===== src/logic/rxfq_pkg.sv =====
`default_nettype none
package rxfq_pkg;

	// Register byte offsets on the AHB-Lite slave.
	localparam logic [11:0] FQ_BASE_LOW_OFS     = 12'h700;
	localparam logic [11:0] FQ_BASE_HIGH_OFS    = 12'h704;
	localparam logic [11:0] FQ_END_INDEX_OFS    = 12'h708;
	localparam logic [11:0] SQ_START_INDEX_OFS  = 12'h70C;
	localparam logic [11:0] LQ_WR_PTR_OFS       = 12'h710;
	localparam logic [11:0] SQ_WR_PTR_OFS       = 12'h714;
	localparam logic [11:0] LQ_RD_PTR_OFS       = 12'h718;
	localparam logic [11:0] SQ_RD_PTR_OFS       = 12'h71C;
	localparam logic [11:0] DESC_BASE_LOW_OFS   = 12'h750;
	localparam logic [11:0] DESC_BASE_HIGH_OFS  = 12'h754;
	localparam logic [11:0] LARGE_SIZE_OFS      = 12'h790;
	localparam logic [11:0] SMALL_SIZE_OFS      = 12'h794;
	localparam logic [11:0] DMA_CONTROL_OFS     = 12'h7A0;
	localparam logic [11:0] DMA_STATUS_OFS      = 12'h7A4;

	// Field positions.
	localparam int          CTRL_ENABLE_BIT     = 0;
	localparam int          STAT_LARGE_READ_BIT = 0;
	localparam int          STAT_SMALL_READ_BIT = 1;
	localparam int          STAT_LARGE_ERR_BIT  = 2;
	localparam int          STAT_SMALL_ERR_BIT  = 3;
	localparam int          ENTRY_SHIFT         = 3;
	localparam int          DESC_SHIFT          = 4;

	// Reset values.
	localparam logic [15:0] REG16_RESET         = 16'h0000;
	localparam logic [12:0] SIZE_RESET          = 13'h0000;
	localparam logic [3:0]  STATUS_RESET        = 4'h0;

	// Buffer status codes of descriptor dword 1.
	localparam logic [2:0]  BUFFER_STATUS_FIRST          = 3'h1;
	localparam logic [2:0]  BUFFER_STATUS_MIDDLE         = 3'h2;
	localparam logic [2:0]  BUFFER_STATUS_LAST           = 3'h4;

	// Timestamp advances once per this many clock cycles.
	localparam int          STAMP_DIVIDE        = 16;
	localparam int          STAMP_W             = 24;

	// Byte offsets of descriptor and free entry words.
	localparam logic [31:0] WORD1_OFS           = 32'h0000_0004;
	localparam logic [31:0] WORD2_OFS           = 32'h0000_0008;

	typedef enum logic [5:0] {
		ST_IDLE  = 6'b000001,
		ST_FADDR = 6'b000010,
		ST_FIDX  = 6'b000100,
		ST_D0    = 6'b001000,
		ST_D1    = 6'b010000,
		ST_D2    = 6'b100000
	} rxfq_state_e;

endpackage
`default_nettype wire


===== src/logic/rxfq_dma.sv =====
// Register access over AHB-Lite was chosen for this implementation.
`timescale 1ns/1ps
`default_nettype none
// Summary of operation
// Descriptor dword 0 holds buffer address.
// Dword 1 low half holds next index.
// Dword 1 bits 16-28 hold byte count.
// Buffer status codes first, middle, last.
// Dword 2 low byte holds channel minus one.
// Dword 2 upper bits hold 16-cycle timestamp.
// Descriptor dword 3 is never written.
// Host leaves dword 3 for transmit side.
// Word layout independent of byte order.
// Free entry: address, then 16-bit index.
// Free index is offset from descriptor base.
// Separate large and small free queues.
// Single size: small start equals end.
// Device owns read, host write pointers.
// Queue empty when pointers are equal.
// Host keeps one entry always unused.
// Entry address is base plus pointer times eight.
// No fetch until receive DMA enabled.
// Read pointer advances one entry per fetch.
// Read pointer wraps to zero at limit.
// Host writes queue base as two halves.
// Descriptors are quad-dword aligned, 65536 max.
// Host writes descriptor base as two halves.
// Empty queue flags error, pointer unchanged.
// Descriptor address is base plus index times sixteen.
module rxfq_dma
	import rxfq_pkg::*;
(
	input  wire logic        hclk,        // Bus clock, 200 MHz.
	input  wire logic        hresetn,     // Asynchronous reset, active low.
	input  wire logic        hsel,        // Slave select.
	input  wire logic [31:0] haddr,       // Byte address.
	input  wire logic [1:0]  htrans,      // Transfer type.
	input  wire logic        hwrite,      // Write when high.
	input  wire logic [2:0]  hsize,       // Transfer size, word only.
	input  wire logic [31:0] hwdata,      // Write data.
	input  wire logic        hready,      // Bus ready.
	output logic             hreadyout,   // Slave ready.
	output logic             hresp,       // Always OKAY.
	output logic [31:0]      hrdata,      // Read data.
	output logic             mem_req,     // Host memory access request.
	output logic             mem_we,      // Host memory write.
	output logic [31:0]      mem_addr,    // Host memory byte address.
	output logic [31:0]      mem_wdata,   // Host memory write data.
	input  wire logic [31:0] mem_rdata,   // Host memory read data.
	input  wire logic        mem_ack,     // Access done, one cycle.
	input  wire logic        cmd_valid,   // Buffer command offered.
	output logic             cmd_ready,   // Buffer command taken.
	input  wire logic        cmd_close,   // Close open buffer as last.
	input  wire logic        cmd_small,   // Draw from small queue.
	input  wire logic [7:0]  cmd_channel, // Channel code, channel minus one.
	input  wire logic [12:0] cmd_count,   // Bytes stored in open buffer.
	output logic             grant_valid, // Command finished, one cycle.
	output logic             grant_error, // Queue was empty, one cycle.
	output logic [31:0]      grant_addr,  // New buffer address.
	output logic [12:0]      large_buffer_size, // Large buffer size.
	output logic [12:0]      small_buffer_size  // Small buffer size.
);

	////////////////////////////////////////////////////////////////////////////////////////////////////
	// Helpers.

	function automatic logic [31:0] entry_addr(input logic [31:0] base, input logic [15:0] start,
			input logic [15:0] ptr);
		entry_addr = base + {13'h0000, start, 3'h0} + {13'h0000, ptr, 3'h0};
	endfunction

	function automatic logic [15:0] advance(input logic [15:0] ptr, input logic [15:0] start,
			input logic [15:0] limit);
		logic [16:0] next;
		next = {1'b0, start} + {1'b0, ptr} + 17'h00001;
		advance = (next >= {1'b0, limit}) ? 16'h0000 : ptr + 16'h0001;
	endfunction

	////////////////////////////////////////////////////////////////////////////////////////////////////
	// Register bus.

	logic [15:0]  fq_base_low_reg;
	logic [15:0]  fq_base_high_reg;
	logic [15:0]  fq_end_index_reg;
	logic [15:0]  sq_start_index_reg;
	logic [15:0]  lq_wr_ptr_reg;
	logic [15:0]  sq_wr_ptr_reg;
	logic [15:0]  lq_rd_ptr_reg;
	logic [15:0]  sq_rd_ptr_reg;
	logic [15:0]  desc_base_low_reg;
	logic [15:0]  desc_base_high_reg;
	logic         enable_reg;
	logic [3:0]   status_reg;
	logic [11:0]  dp_addr_reg;
	logic         dp_write_reg;
	logic         dp_read_reg;
	logic         rd_wait_reg;
	logic         addr_phase;
	logic         wr_en;
	logic [31:0]  rd_mux;
	logic [3:0]   status_set;
	logic         adv_large;
	logic         adv_small;
	logic [31:0]  fq_base;
	logic [31:0]  desc_base;

	assign addr_phase = hsel && hready && htrans[1];
	assign wr_en      = dp_write_reg;
	assign hresp      = 1'b0;
	assign hreadyout  = !(dp_read_reg && !rd_wait_reg);
	assign fq_base    = {fq_base_high_reg, fq_base_low_reg};
	assign desc_base  = {desc_base_high_reg, desc_base_low_reg};

	always_ff @(posedge hclk or negedge hresetn) begin
		if (!hresetn) begin
			dp_addr_reg  <= 12'h000;
			dp_write_reg <= 1'b0;
			dp_read_reg  <= 1'b0;
		end else if (hreadyout) begin
			dp_addr_reg  <= haddr[11:0];
			dp_write_reg <= addr_phase && hwrite && (haddr[31:12] == 20'h00000);
			dp_read_reg  <= addr_phase && !hwrite;
		end
	end

	// Reads take one wait state so that hrdata comes from a flip-flop.
	always_ff @(posedge hclk or negedge hresetn) begin
		if (!hresetn) begin
			rd_wait_reg <= 1'b0;
			hrdata      <= 32'h0000_0000;
		end else begin
			rd_wait_reg <= dp_read_reg && !rd_wait_reg;
			if (dp_read_reg && !rd_wait_reg) begin
				hrdata <= rd_mux;
			end
		end
	end

	always_comb begin
		rd_mux = 32'h0000_0000;
		if (dp_addr_reg == FQ_BASE_LOW_OFS) begin
			rd_mux = {16'h0000, fq_base_low_reg};
		end else if (dp_addr_reg == FQ_BASE_HIGH_OFS) begin
			rd_mux = {16'h0000, fq_base_high_reg};
		end else if (dp_addr_reg == FQ_END_INDEX_OFS) begin
			rd_mux = {16'h0000, fq_end_index_reg};
		end else if (dp_addr_reg == SQ_START_INDEX_OFS) begin
			rd_mux = {16'h0000, sq_start_index_reg};
		end else if (dp_addr_reg == LQ_WR_PTR_OFS) begin
			rd_mux = {16'h0000, lq_wr_ptr_reg};
		end else if (dp_addr_reg == SQ_WR_PTR_OFS) begin
			rd_mux = {16'h0000, sq_wr_ptr_reg};
		end else if (dp_addr_reg == LQ_RD_PTR_OFS) begin
			rd_mux = {16'h0000, lq_rd_ptr_reg};
		end else if (dp_addr_reg == SQ_RD_PTR_OFS) begin
			rd_mux = {16'h0000, sq_rd_ptr_reg};
		end else if (dp_addr_reg == DESC_BASE_LOW_OFS) begin
			rd_mux = {16'h0000, desc_base_low_reg};
		end else if (dp_addr_reg == DESC_BASE_HIGH_OFS) begin
			rd_mux = {16'h0000, desc_base_high_reg};
		end else if (dp_addr_reg == LARGE_SIZE_OFS) begin
			rd_mux = {19'h00000, large_buffer_size};
		end else if (dp_addr_reg == SMALL_SIZE_OFS) begin
			rd_mux = {19'h00000, small_buffer_size};
		end else if (dp_addr_reg == DMA_CONTROL_OFS) begin
			rd_mux = {31'h0000_0000, enable_reg};
		end else if (dp_addr_reg == DMA_STATUS_OFS) begin
			rd_mux = {28'h000_0000, status_reg};
		end
	end

	// Host-owned configuration, written only by software.
	always_ff @(posedge hclk or negedge hresetn) begin
		if (!hresetn) begin
			fq_base_low_reg    <= REG16_RESET;
			fq_base_high_reg   <= REG16_RESET;
			fq_end_index_reg   <= REG16_RESET;
			sq_start_index_reg <= REG16_RESET;
			lq_wr_ptr_reg      <= REG16_RESET;
			sq_wr_ptr_reg      <= REG16_RESET;
			desc_base_low_reg  <= REG16_RESET;
			desc_base_high_reg <= REG16_RESET;
			large_buffer_size  <= SIZE_RESET;
			small_buffer_size  <= SIZE_RESET;
			enable_reg         <= 1'b0;
		end else if (wr_en) begin
			if (dp_addr_reg == FQ_BASE_LOW_OFS) begin
				fq_base_low_reg <= hwdata[15:0];
			end else if (dp_addr_reg == FQ_BASE_HIGH_OFS) begin
				fq_base_high_reg <= hwdata[15:0];
			end else if (dp_addr_reg == FQ_END_INDEX_OFS) begin
				fq_end_index_reg <= hwdata[15:0];
			end else if (dp_addr_reg == SQ_START_INDEX_OFS) begin
				sq_start_index_reg <= hwdata[15:0];
			end else if (dp_addr_reg == LQ_WR_PTR_OFS) begin
				lq_wr_ptr_reg <= hwdata[15:0];
			end else if (dp_addr_reg == SQ_WR_PTR_OFS) begin
				sq_wr_ptr_reg <= hwdata[15:0];
			end else if (dp_addr_reg == DESC_BASE_LOW_OFS) begin
				desc_base_low_reg <= hwdata[15:0];
			end else if (dp_addr_reg == DESC_BASE_HIGH_OFS) begin
				desc_base_high_reg <= hwdata[15:0];
			end else if (dp_addr_reg == LARGE_SIZE_OFS) begin
				large_buffer_size <= hwdata[12:0];
			end else if (dp_addr_reg == SMALL_SIZE_OFS) begin
				small_buffer_size <= hwdata[12:0];
			end else if (dp_addr_reg == DMA_CONTROL_OFS) begin
				enable_reg <= hwdata[CTRL_ENABLE_BIT];
			end
		end
	end

	// Read pointers: software seeds them, the engine advances them.
	always_ff @(posedge hclk or negedge hresetn) begin
		if (!hresetn) begin
			lq_rd_ptr_reg <= REG16_RESET;
			sq_rd_ptr_reg <= REG16_RESET;
		end else begin
			if (adv_large) begin
				lq_rd_ptr_reg <= advance(lq_rd_ptr_reg, 16'h0000, sq_start_index_reg);
			end else if (wr_en && dp_addr_reg == LQ_RD_PTR_OFS) begin
				lq_rd_ptr_reg <= hwdata[15:0];
			end
			if (adv_small) begin
				sq_rd_ptr_reg <= advance(sq_rd_ptr_reg, sq_start_index_reg, fq_end_index_reg);
			end else if (wr_en && dp_addr_reg == SQ_RD_PTR_OFS) begin
				sq_rd_ptr_reg <= hwdata[15:0];
			end
		end
	end

	// Sticky status, write one to clear; a new event wins over the clear.
	always_ff @(posedge hclk or negedge hresetn) begin
		if (!hresetn) begin
			status_reg <= STATUS_RESET;
		end else if (wr_en && dp_addr_reg == DMA_STATUS_OFS) begin
			status_reg <= (status_reg & ~hwdata[3:0]) | status_set;
		end else begin
			status_reg <= status_reg | status_set;
		end
	end

	////////////////////////////////////////////////////////////////////////////////////////////////////
	// Free queue fetch and descriptor writer.

	rxfq_state_e         state_reg;
	logic [STAMP_W-1:0]  stamp;
	logic                op_close_reg;
	logic                op_small_reg;
	logic [7:0]          op_channel_reg;
	logic [12:0]         op_count_reg;
	logic [31:0]         new_addr_reg;
	logic [15:0]         new_index_reg;
	logic                open_valid_reg;
	logic                open_first_reg;
	logic [31:0]         open_addr_reg;
	logic [15:0]         open_index_reg;
	logic [7:0]          open_channel_reg;
	logic [2:0]          desc_status_reg;
	logic [15:0]         desc_next_reg;
	logic [31:0]         desc_addr;
	logic                sel_empty;
	logic [31:0]         sel_entry;
	logic                take;

	rxfq_timestamp u_timestamp (
		.hclk    (hclk),
		.hresetn (hresetn),
		.stamp   (stamp)
	);

	assign cmd_ready = (state_reg == ST_IDLE) && enable_reg;
	assign take      = cmd_valid && cmd_ready;
	assign sel_empty = cmd_small ? (sq_rd_ptr_reg == sq_wr_ptr_reg) : (lq_rd_ptr_reg == lq_wr_ptr_reg);
	assign sel_entry = cmd_small ? entry_addr(fq_base, sq_start_index_reg, sq_rd_ptr_reg)
	                             : entry_addr(fq_base, 16'h0000, lq_rd_ptr_reg);
	assign desc_addr = desc_base + {12'h000, open_index_reg, 4'h0};
	assign adv_large = (state_reg == ST_FIDX) && mem_ack && !op_small_reg;
	assign adv_small = (state_reg == ST_FIDX) && mem_ack && op_small_reg;
	assign mem_req   = (state_reg != ST_IDLE);

	always_comb begin
		status_set = 4'h0;
		status_set[STAT_LARGE_READ_BIT] = adv_large;
		status_set[STAT_SMALL_READ_BIT] = adv_small;
		status_set[STAT_LARGE_ERR_BIT]  = take && !cmd_close && !cmd_small && sel_empty;
		status_set[STAT_SMALL_ERR_BIT]  = take && !cmd_close && cmd_small && sel_empty;
	end

	always_ff @(posedge hclk or negedge hresetn) begin
		if (!hresetn) begin
			state_reg <= ST_IDLE;
		end else begin
			case (state_reg)
				ST_IDLE: begin
					if (take && !cmd_close && !sel_empty) begin
						state_reg <= ST_FADDR;
					end else if (take && cmd_close && open_valid_reg) begin
						state_reg <= ST_D0;
					end
				end
				ST_FADDR: begin
					if (mem_ack) begin
						state_reg <= ST_FIDX;
					end
				end
				ST_FIDX: begin
					if (mem_ack) begin
						state_reg <= open_valid_reg ? ST_D0 : ST_IDLE;
					end
				end
				ST_D0: begin
					if (mem_ack) begin
						state_reg <= ST_D1;
					end
				end
				ST_D1: begin
					if (mem_ack) begin
						state_reg <= ST_D2;
					end
				end
				ST_D2: begin
					if (mem_ack) begin
						state_reg <= ST_IDLE;
					end
				end
				default: begin
					state_reg <= ST_IDLE;
				end
			endcase
		end
	end

	// Command capture and the fetched free entry.
	always_ff @(posedge hclk or negedge hresetn) begin
		if (!hresetn) begin
			op_close_reg   <= 1'b0;
			op_small_reg   <= 1'b0;
			op_channel_reg <= 8'h00;
			op_count_reg   <= 13'h0000;
			new_addr_reg   <= 32'h0000_0000;
			new_index_reg  <= 16'h0000;
		end else begin
			if (take) begin
				op_close_reg   <= cmd_close;
				op_small_reg   <= cmd_small;
				op_channel_reg <= cmd_channel;
				op_count_reg   <= cmd_count;
			end
			if (state_reg == ST_FADDR && mem_ack) begin
				new_addr_reg <= mem_rdata;
			end
			if (state_reg == ST_FIDX && mem_ack) begin
				new_index_reg <= mem_rdata[15:0];
			end
		end
	end

	// The open buffer waits for its successor, whose index it links to.
	always_ff @(posedge hclk or negedge hresetn) begin
		if (!hresetn) begin
			open_valid_reg   <= 1'b0;
			open_first_reg   <= 1'b0;
			open_addr_reg    <= 32'h0000_0000;
			open_index_reg   <= 16'h0000;
			open_channel_reg <= 8'h00;
		end else if ((state_reg == ST_FIDX && mem_ack && !open_valid_reg) ||
				(state_reg == ST_D2 && mem_ack && !op_close_reg)) begin
			open_valid_reg   <= 1'b1;
			open_first_reg   <= !open_valid_reg || state_reg == ST_FIDX;
			open_addr_reg    <= new_addr_reg;
			open_index_reg   <= (state_reg == ST_FIDX) ? mem_rdata[15:0] : new_index_reg;
			open_channel_reg <= op_channel_reg;
		end else if (state_reg == ST_D2 && mem_ack) begin
			open_valid_reg <= 1'b0;
		end else if (state_reg == ST_D2) begin
			open_first_reg <= open_first_reg;
		end
	end

	// Status and link of the descriptor being written.
	always_ff @(posedge hclk or negedge hresetn) begin
		if (!hresetn) begin
			desc_status_reg <= BUFFER_STATUS_LAST;
			desc_next_reg   <= 16'h0000;
		end else if (take && cmd_close) begin
			desc_status_reg <= BUFFER_STATUS_LAST;
			desc_next_reg   <= 16'h0000;
		end else if (state_reg == ST_FIDX && mem_ack) begin
			desc_status_reg <= open_first_reg ? BUFFER_STATUS_FIRST : BUFFER_STATUS_MIDDLE;
			desc_next_reg   <= mem_rdata[15:0];
		end
	end

	// Memory address and data; dword 3 is never addressed.
	always_ff @(posedge hclk or negedge hresetn) begin
		if (!hresetn) begin
			mem_we    <= 1'b0;
			mem_addr  <= 32'h0000_0000;
			mem_wdata <= 32'h0000_0000;
		end else if (take) begin
			mem_we    <= cmd_close;
			mem_addr  <= cmd_close ? desc_addr : sel_entry;
			mem_wdata <= open_addr_reg;
		end else if (state_reg == ST_FADDR && mem_ack) begin
			mem_addr <= mem_addr + WORD1_OFS;
		end else if (state_reg == ST_FIDX && mem_ack) begin
			mem_we    <= 1'b1;
			mem_addr  <= desc_addr;
			mem_wdata <= open_addr_reg;
		end else if (state_reg == ST_D0 && mem_ack) begin
			mem_addr  <= desc_addr + WORD1_OFS;
			mem_wdata <= {desc_status_reg, op_count_reg, desc_next_reg};
		end else if (state_reg == ST_D1 && mem_ack) begin
			mem_addr  <= desc_addr + WORD2_OFS;
			mem_wdata <= {stamp, open_channel_reg};
		end
	end

	// Answer to the command.
	always_ff @(posedge hclk or negedge hresetn) begin
		if (!hresetn) begin
			grant_valid <= 1'b0;
			grant_error <= 1'b0;
			grant_addr  <= 32'h0000_0000;
		end else begin
			grant_valid <= (take && (cmd_close ? !open_valid_reg : sel_empty)) ||
				(state_reg == ST_FIDX && mem_ack && !open_valid_reg) || (state_reg == ST_D2 && mem_ack);
			grant_error <= take && !cmd_close && sel_empty;
			if (state_reg == ST_FADDR && mem_ack) begin
				grant_addr <= mem_rdata;
			end
		end
	end
endmodule
`default_nettype wire


===== src/logic/rxfq_timestamp.sv =====
`timescale 1ns/1ps
`default_nettype none
module rxfq_timestamp
	import rxfq_pkg::*;
(
	input  wire logic               hclk,    // Bus clock.
	input  wire logic               hresetn, // Asynchronous reset, active low.
	output logic [STAMP_W-1:0]      stamp    // Free running arrival time.
);

	localparam logic [3:0] PRESCALE_LAST = 4'(STAMP_DIVIDE - 1);

	logic [3:0] prescale_reg;

	always_ff @(posedge hclk or negedge hresetn) begin
		if (!hresetn) begin
			prescale_reg <= 4'h0;
		end else if (prescale_reg == PRESCALE_LAST) begin
			prescale_reg <= 4'h0;
		end else begin
			prescale_reg <= prescale_reg + 4'h1;
		end
	end

	// The count wraps naturally at the top of its width.
	always_ff @(posedge hclk or negedge hresetn) begin
		if (!hresetn) begin
			stamp <= '0;
		end else if (prescale_reg == PRESCALE_LAST) begin
			stamp <= stamp + 24'h000001;
		end
	end

endmodule
`default_nettype wire


===== config.mk =====
export PLATFORM = sky130hd
export DESIGN_NAME = rxfq_dma
export DESIGN_NICKNAME = d
export VERILOG_FILES = /design/src/logic/rxfq_pkg.sv /design/src/logic/rxfq_dma.sv /design/src/logic/rxfq_timestamp.sv
export SDC_FILE = /design/constraint.sdc
export NUM_CORES = 1
export LEC_CHECK = 0
export BUFFER_PORTS_ARGS = -buffer_cell sky130_fd_sc_hd__buf_2
export CORE_ASPECT_RATIO = 0.7
export CORE_UTILIZATION = 35
export CTS_CLUSTER_SIZE = 8
export DETAILED_ROUTE_END_ITERATION = 6
export GPL_ROUTABILITY_DRIVEN = 1
export PLACE_DENSITY_LB_ADDON = 0.08
export SYNTH_ARGS = -nofsm -noshare
export SYNTH_HDL_FRONTEND = slang
export SYNTH_SLANG_ARGS = --single-unit

===== constraint.sdc =====
create_clock -name hclk -period 5.75 [get_ports hclk]
set_input_delay 0.2875 -clock hclk [delete_from_list [all_inputs] [get_ports hclk]]
set_output_delay 0.2875 -clock hclk [all_outputs]
set_load 0.005 [all_outputs]

Word-level counts from Yosys, hierarchy flattened
Index checks and enable logic that the tools add are counted.
- output and inout port bits: 161
- logic and storage cells: 222
- bits in registers: 487
- bits of input ports: 131
- bitwise logic cells: 14
- add/subtract/negate cells: 14
- magnitude comparators: 2
- multiplexer cells: 56
- reductions and logical operators: 65
- eq/ne operators: 31
- operators by type and width (operator ; count):
    $mux 32 ; 15
    $mux 16 ; 16
    $eq 12x11->1 const B ; 14
    $add 32x19->32 ; 3
    $add 32x3->32 const B ; 2
    $mux 6 ; 7
    $pmux 6 s6 ; 1
    $ge 17x16->1 ; 2
    $add 16x1->16 const B ; 2
    $add 32x20->32 ; 1
    $add 32x4->32 const B ; 1
    $eq 16x16->1 ; 2
    $logic_and 1x1->1 ; 30
    $mux 13 ; 2
    $add 24x1->24 const B ; 1
    $logic_not 20->1 ; 1
    $mux 4 ; 5
    $add 16x1->17 const B ; 1
    $add 16x16->17 ; 1
    $add 17x1->17 const B ; 1
    $ne 2x2->1 const B ; 6
    $reduce_and 12->1 ; 1
    $reduce_and 6->1 ; 2
    $reduce_and 11->1 ; 1
    30 further kinds ; 64

Logic depth before layout (Yosys ltp)
- word-level depth: 15
- depth in mapped cells: 21
- mapped depth without buffers: 20

By module
Synthesis repeated with hierarchy kept, for this count alone.
- cell total of the unflattened synthesis: 3044
- area total of the unflattened synthesis: 28066.9 um^2
- modules (own cells, without submodules) (module ; instances ; area each (um^2) ; sequential area each (um^2) ; cells an instance):
    rxfq_dma ; 1 ; 26813.2 ; 11088.1 ; 2935
    rxfq_timestamp ; 1 ; 1253.7 ; 700.7 ; 109

Worst setup path before layout
No wires, ideal clock.
- kind: reg-to-reg
- from: register sq_rd_ptr_reg[0]
- to: register sq_rd_ptr_reg[7]
- clock period less this slack: 4.637 ns
- path buffers: 1
- required time: 5.686 ns
- stages on the path, launching flop included: 22
- setup time: 0.064 ns
- setup slack: 1.113 ns
- arrival: 4.572 ns
- cells stage by stage: dfrtp_1 inv_1 ha_1 inv_1 fa_1 a21o_1 a21oi_1 o21bai_1 a2111oi_0 o31ai_1 o31a_1 o21ai_0 nand2_1 xor2_1 ha_1 a21o_1 a211o_1 a211oi_1 o211ai_1 clkbuf_1 o31ai_1 a21o_1
- longest elaborated chain between the ends: 5
- elaborated cells on any way between the ends: 6
- classes of those cells: add/sub: 3; order compare: 1; mux: 2
- ends and longest elaborated chain (item ; RTL line ; RTL):
    start: declaration ; rxfq_dma.sv:89 ; logic [15:0] sq_rd_ptr_reg;
    start signal: assignment ; rxfq_dma.sv:225 ; sq_rd_ptr_reg <= advance(sq_rd_ptr_reg, sq_start_index_reg, fq_end_index_reg);
    start signal: assignment ; rxfq_dma.sv:227 ; sq_rd_ptr_reg <= hwdata[15:0];
    $add 16x16->17 ; rxfq_dma.sv:75 ; next = {1'b0, start} + {1'b0, ptr} + 17'h00001;
    $add 17x1->17 ; rxfq_dma.sv:75 ;
    $ge 17x16->1 ; rxfq_dma.sv:76 ; advance = (next >= {1'b0, limit}) ? 16'h0000 : ptr + 16'h0001;
    $mux 16 * ; rxfq_dma.sv:76 ;
    $mux 16 * ; rxfq_dma.sv:224 ; if (adv_small) begin
Every way passes the cells marked *; elsewhere a longest branch is shown, timed or not.
A chain may end at the register's enable or synchronous reset.

Worst setup path in the final report
- from: register sq_start_index_reg[0]
- to: register sq_rd_ptr_reg[3]
- longest elaborated chain between the ends: 5
- ends and longest elaborated chain (item ; RTL line ; RTL):
    start: declaration ; rxfq_dma.sv:85 ; logic [15:0] sq_start_index_reg;
    start signal: assignment ; rxfq_dma.sv:194 ; sq_start_index_reg <= hwdata[15:0];
    $add 16x16->17 ; rxfq_dma.sv:75 ;
    $add 17x1->17 ; rxfq_dma.sv:75 ;
    $ge 17x16->1 ; rxfq_dma.sv:76 ;
    $mux 16 ; rxfq_dma.sv:76 ;
    $mux 16 ; rxfq_dma.sv:224 ;
Every way passes these cells.

==> flow_metrics.env <==
export IMPL_max_cap_violations=0
export IMPL_antenna_found_initial=5
export IMPL_maxSlewViolCount=0
export IMPL_ys_flop_type="dfrtp_1"
export IMPL_dieHeight_um=240
export IMPL_syn_instance_count=3060
export IMPL_drt_pass1_iter_count=7
export IMPL_clk_pin_slew_ns=0.06
export IMPL_cp_required_ns=6.29
export IMPL_grt_use_total=0.275
export IMPL_ys_seq_area_frac=0.416
export IMPL_p_sw_mw=2.67
export IMPL_grt_pass1_vias=24000
export IMPL_syn_avg_cell_area_sq_um=9.26
export IMPL_dpl_cell_area_sq_mm=0.0307
export IMPL_routed_wl_um=114000
export IMPL_synth_edf_count=0
export IMPL_cp_start_kind="flip-flop"
export IMPL_seq_power_share=0.405
export IMPL_final_util=0.420
export IMPL_dp_cells=4255
export IMPL_cts_setup_buffers=0
export IMPL_status="complete, but fails checks"
export IMPL_ys_ff_latch=471
export IMPL_violations="DRC"
export IMPL_syn2layout_area_growth_pct=17.7
export IMPL_internal_power_mw=6.23
export IMPL_finClkSkew_ns=0.0468
export IMPL_gp_congestion=0.953
export IMPL_path_class="reg2reg"
export IMPL_path_buf_inv=4
export IMPL_synth_common_cells="529 x nand2_1, 469 x dfrtp_1, 196 x mux2_2, 190 x nor2_1, 166 x o21ai_0"
export IMPL_drive_above_1_share=0.189
export IMPL_final_nets=3596
export IMPL_met2_usage=0.361
export IMPL_leakage_nw=16.1
export IMPL_finalHoldViolCount=0
export IMPL_min_from="mem_ack"
export IMPL_grt_busiest_layer="met1"
export IMPL_yosysWarnings=0
export IMPL_place_hpwl_um=85100
export IMPL_fp_dieArea_sq_mm=0.0821
export IMPL_worstSetupEndpointType="flip-flop"
export IMPL_stdcell_count=4418
export IMPL_start_util=0.357
export IMPL_cts_sinks=471
export IMPL_yosysMostFrequentCell="nand2_1"
export IMPL_filler_cell_count=7922
export IMPL_p_sw_frac=0.300
export IMPL_startpoint="sq_start_index_reg[0]$_DFFE_PN0P_"
export IMPL_antennaDiodeCount=0
export IMPL_arrival_ns=5.87
export IMPL_cts_tree="built"
export IMPL_finalSetupViolations=0
export IMPL_ys_async_sr_fraction=1.00
export IMPL_fin_area_sq_mm=0.0334
export IMPL_clkLatencyLatePin_ns=0.63
export IMPL_vdd_ir_drop_max_uv=179
export IMPL_crit_slowest_cell="a2111oi_0"
export IMPL_vias_per_cell=5.69
export IMPL_portBuffers=254
export IMPL_core_sq_mm=0.0794
export IMPL_crit_path_cell_trace="inv_1 -> ha_1 -> inv_1 -> fa_1 -> a21o_1 -> a21oi_1 -> o21bai_1 -> a2111oi_0 -> buf_4 -> o31ai_1 -> o31a_1 -> o21ai_0 -> nand2_1 -> xor2_1 -> ha_1 -> a21o_1 -> a211o_1 -> a211oi_1 -> o211ai_1 -> buf_4 -> o21a_1 -> o221ai_1"
export IMPL_total_power_mw=8.89
export IMPL_root_buffer="clkbuf_16"
export IMPL_grt_setup_unrepaired="no"
export IMPL_drc=21
export IMPL_use_met1=0.441
export IMPL_combPwrFrac=0.164
export IMPL_crit_path_max_fanout=28
export IMPL_max_stage_delay_ns=0.64
export IMPL_ant_nets=0
export IMPL_drt_iter0_drc=2695
export IMPL_synth_largest_area_cell="dfrtp_1"
export IMPL_use_met3=0.0660
export IMPL_grt_start_max_net_pins=165
export IMPL_ctsLongestPathBuffers=3
export IMPL_synth_top_cell_area_share=0.414
export IMPL_relSlewSlack=0.0706
export IMPL_htree_levels=3
export IMPL_crit_family="compound AO/OA/AOI/OAI gates"
export IMPL_clock_power_share=0.431
export IMPL_ys_types=101
export IMPL_chipWidth_um=342
export IMPL_netlist_top_cells_area="dfrtp_1 41%, mux2_2 7.8%, nand2_1 7.0%"
export IMPL_fp_row_count=86
export IMPL_numCtsBuffers=69
export IMPL_period_share=0.928
export IMPL_p_per_area_mw_per_mm2=266
export IMPL_final_setup_tns_ns=0
export IMPL_max_freq_ghz=0.187
export IMPL_r2r_start="sq_start_index_reg[0]$_DFFE_PN0P_"
export IMPL_wire_per_inst_um=25.7
export IMPL_hold_path_class="in2reg"
export IMPL_via_count=25100
export IMPL_grt_pass1_wl_um=166000
export IMPL_fin_crit_ns=5.33
export IMPL_tightest_slew_ns=1.38
export IMPL_syn_area_sq_mm=0.0283
export IMPL_overflow=0
export IMPL_io_pins=292
-- metal layers --
layer  vias up  part of all wire
met3       119             0.090
met1     12700              0.51
met2       911              0.39
met4         2             0.016
li1      11400                 -
met5         -           0.00011
-- metrics by stage --
stage                     hold WS, ns  worst slack [ns]
after floorplan              -0.00809              1.11
after global placement          0.371             0.640
after detailed placement        0.375             0.643
after CTS                      0.0522             0.565
after global routing            0.102             0.163
final                          0.0963             0.415
-- kinds of logic (layout without fill, tap and decap cells) --
kind of cell               count (synthesis)  in the layout  share of synthesized area
adders and majority gates                123            123                     0.0596
xor gates and xnor gates                 170            170                     0.0540
muxes                                    252            252                     0.0985
buffers and inverters                    276            562                     0.0395
AOI/OAI and AO/OA                        663            663                      0.153
and+or+nand+nor                         1104           1104                      0.179
other                                      1             17                   0.000132
DFF                                      471            471                      0.416
-- worst reg2reg max path: stages (launching register included) --
cell	delay (ns)
dfrtp_1	0.43
inv_1	0.12
ha_1	0.18
inv_1	0.06
fa_1	0.41
a21o_1	0.21
a21oi_1	0.24
o21bai_1	0.15
a2111oi_0	0.64
buf_4	0.22
o31ai_1	0.12
o31a_1	0.30
o21ai_0	0.19
nand2_1	0.09
xor2_1	0.14
ha_1	0.29
a21o_1	0.18
a211o_1	0.28
a211oi_1	0.23
o211ai_1	0.14
buf_4	0.24
o21a_1	0.23
o221ai_1	0.16
-- repair_timing --
item	CTS	global route
setup endpoints to repair	0	0
resized for setup	0	0
endpoints found under the hold margin	186	0
hold buffers	72	0
-- worst paths after layout --
check                                                         to  slack [ns]  depth (start not counted)
worst max-delay path                sq_rd_ptr_reg[3]$_DFFE_PN0P_        0.42                         22
max in group asynchronous       fq_end_index_reg[12]$_DFFE_PN0P_        3.85                          3
worst max register to register      sq_rd_ptr_reg[3]$_DFFE_PN0P_        0.42                         22
worst min register to register    desc_status_reg[2]$_DFFE_PN1P_        0.46                          2
min in group asynchronous              mem_wdata[26]$_DFFE_PN0P_        0.30                          2
worst min-delay path                    state_reg[2]$_DFFE_PN0P_         0.1                          2
-- cells in the final DEF, fill, tap and decap left out, types with 72 or more instances in the layout --
cell           synthesis  final
buf_2                 10    253
inv_1                 95     95
nand3_1              115    115
xnor2_1               97     97
dfrtp_1              469    469
nor2_1               190    185
nand2_1              529    527
a21oi_1              157    157
o21ai_0              166    166
dlygate4sd3_1          0     72
mux2_2               196    196
ha_1                 103    103
-- power by group through the flow --
stage / clock network (mW) / registers [mW] / logic (mW)
2_1_floorplan: 0 / 3.59 / 0.830
3_3_place_gp: 0 / 3.65 / 1.40
3_5_place_dp: 0 / 3.65 / 1.40
4_1_cts: 3.94 / 3.59 / 1.45
5_1_grt: 4.06 / 3.61 / 1.60
6_report: 3.83 / 3.60 / 1.46
-- layout make-up --
class / count / area [sq um] / area share
clock buffers: 85 / 1820 / 0.0545
clock inverters: 6 / 129 / 0.00386
inverters: 96 / 360 / 0.0108
multi-input cells: 2329 / 15600 / 0.466
flip-flops and latches: 471 / 11800 / 0.353
well taps: 1056 / 1320 / 0.0396
repair buffers: 375 / 2390 / 0.0718
(Power assumes the default switching activity.)
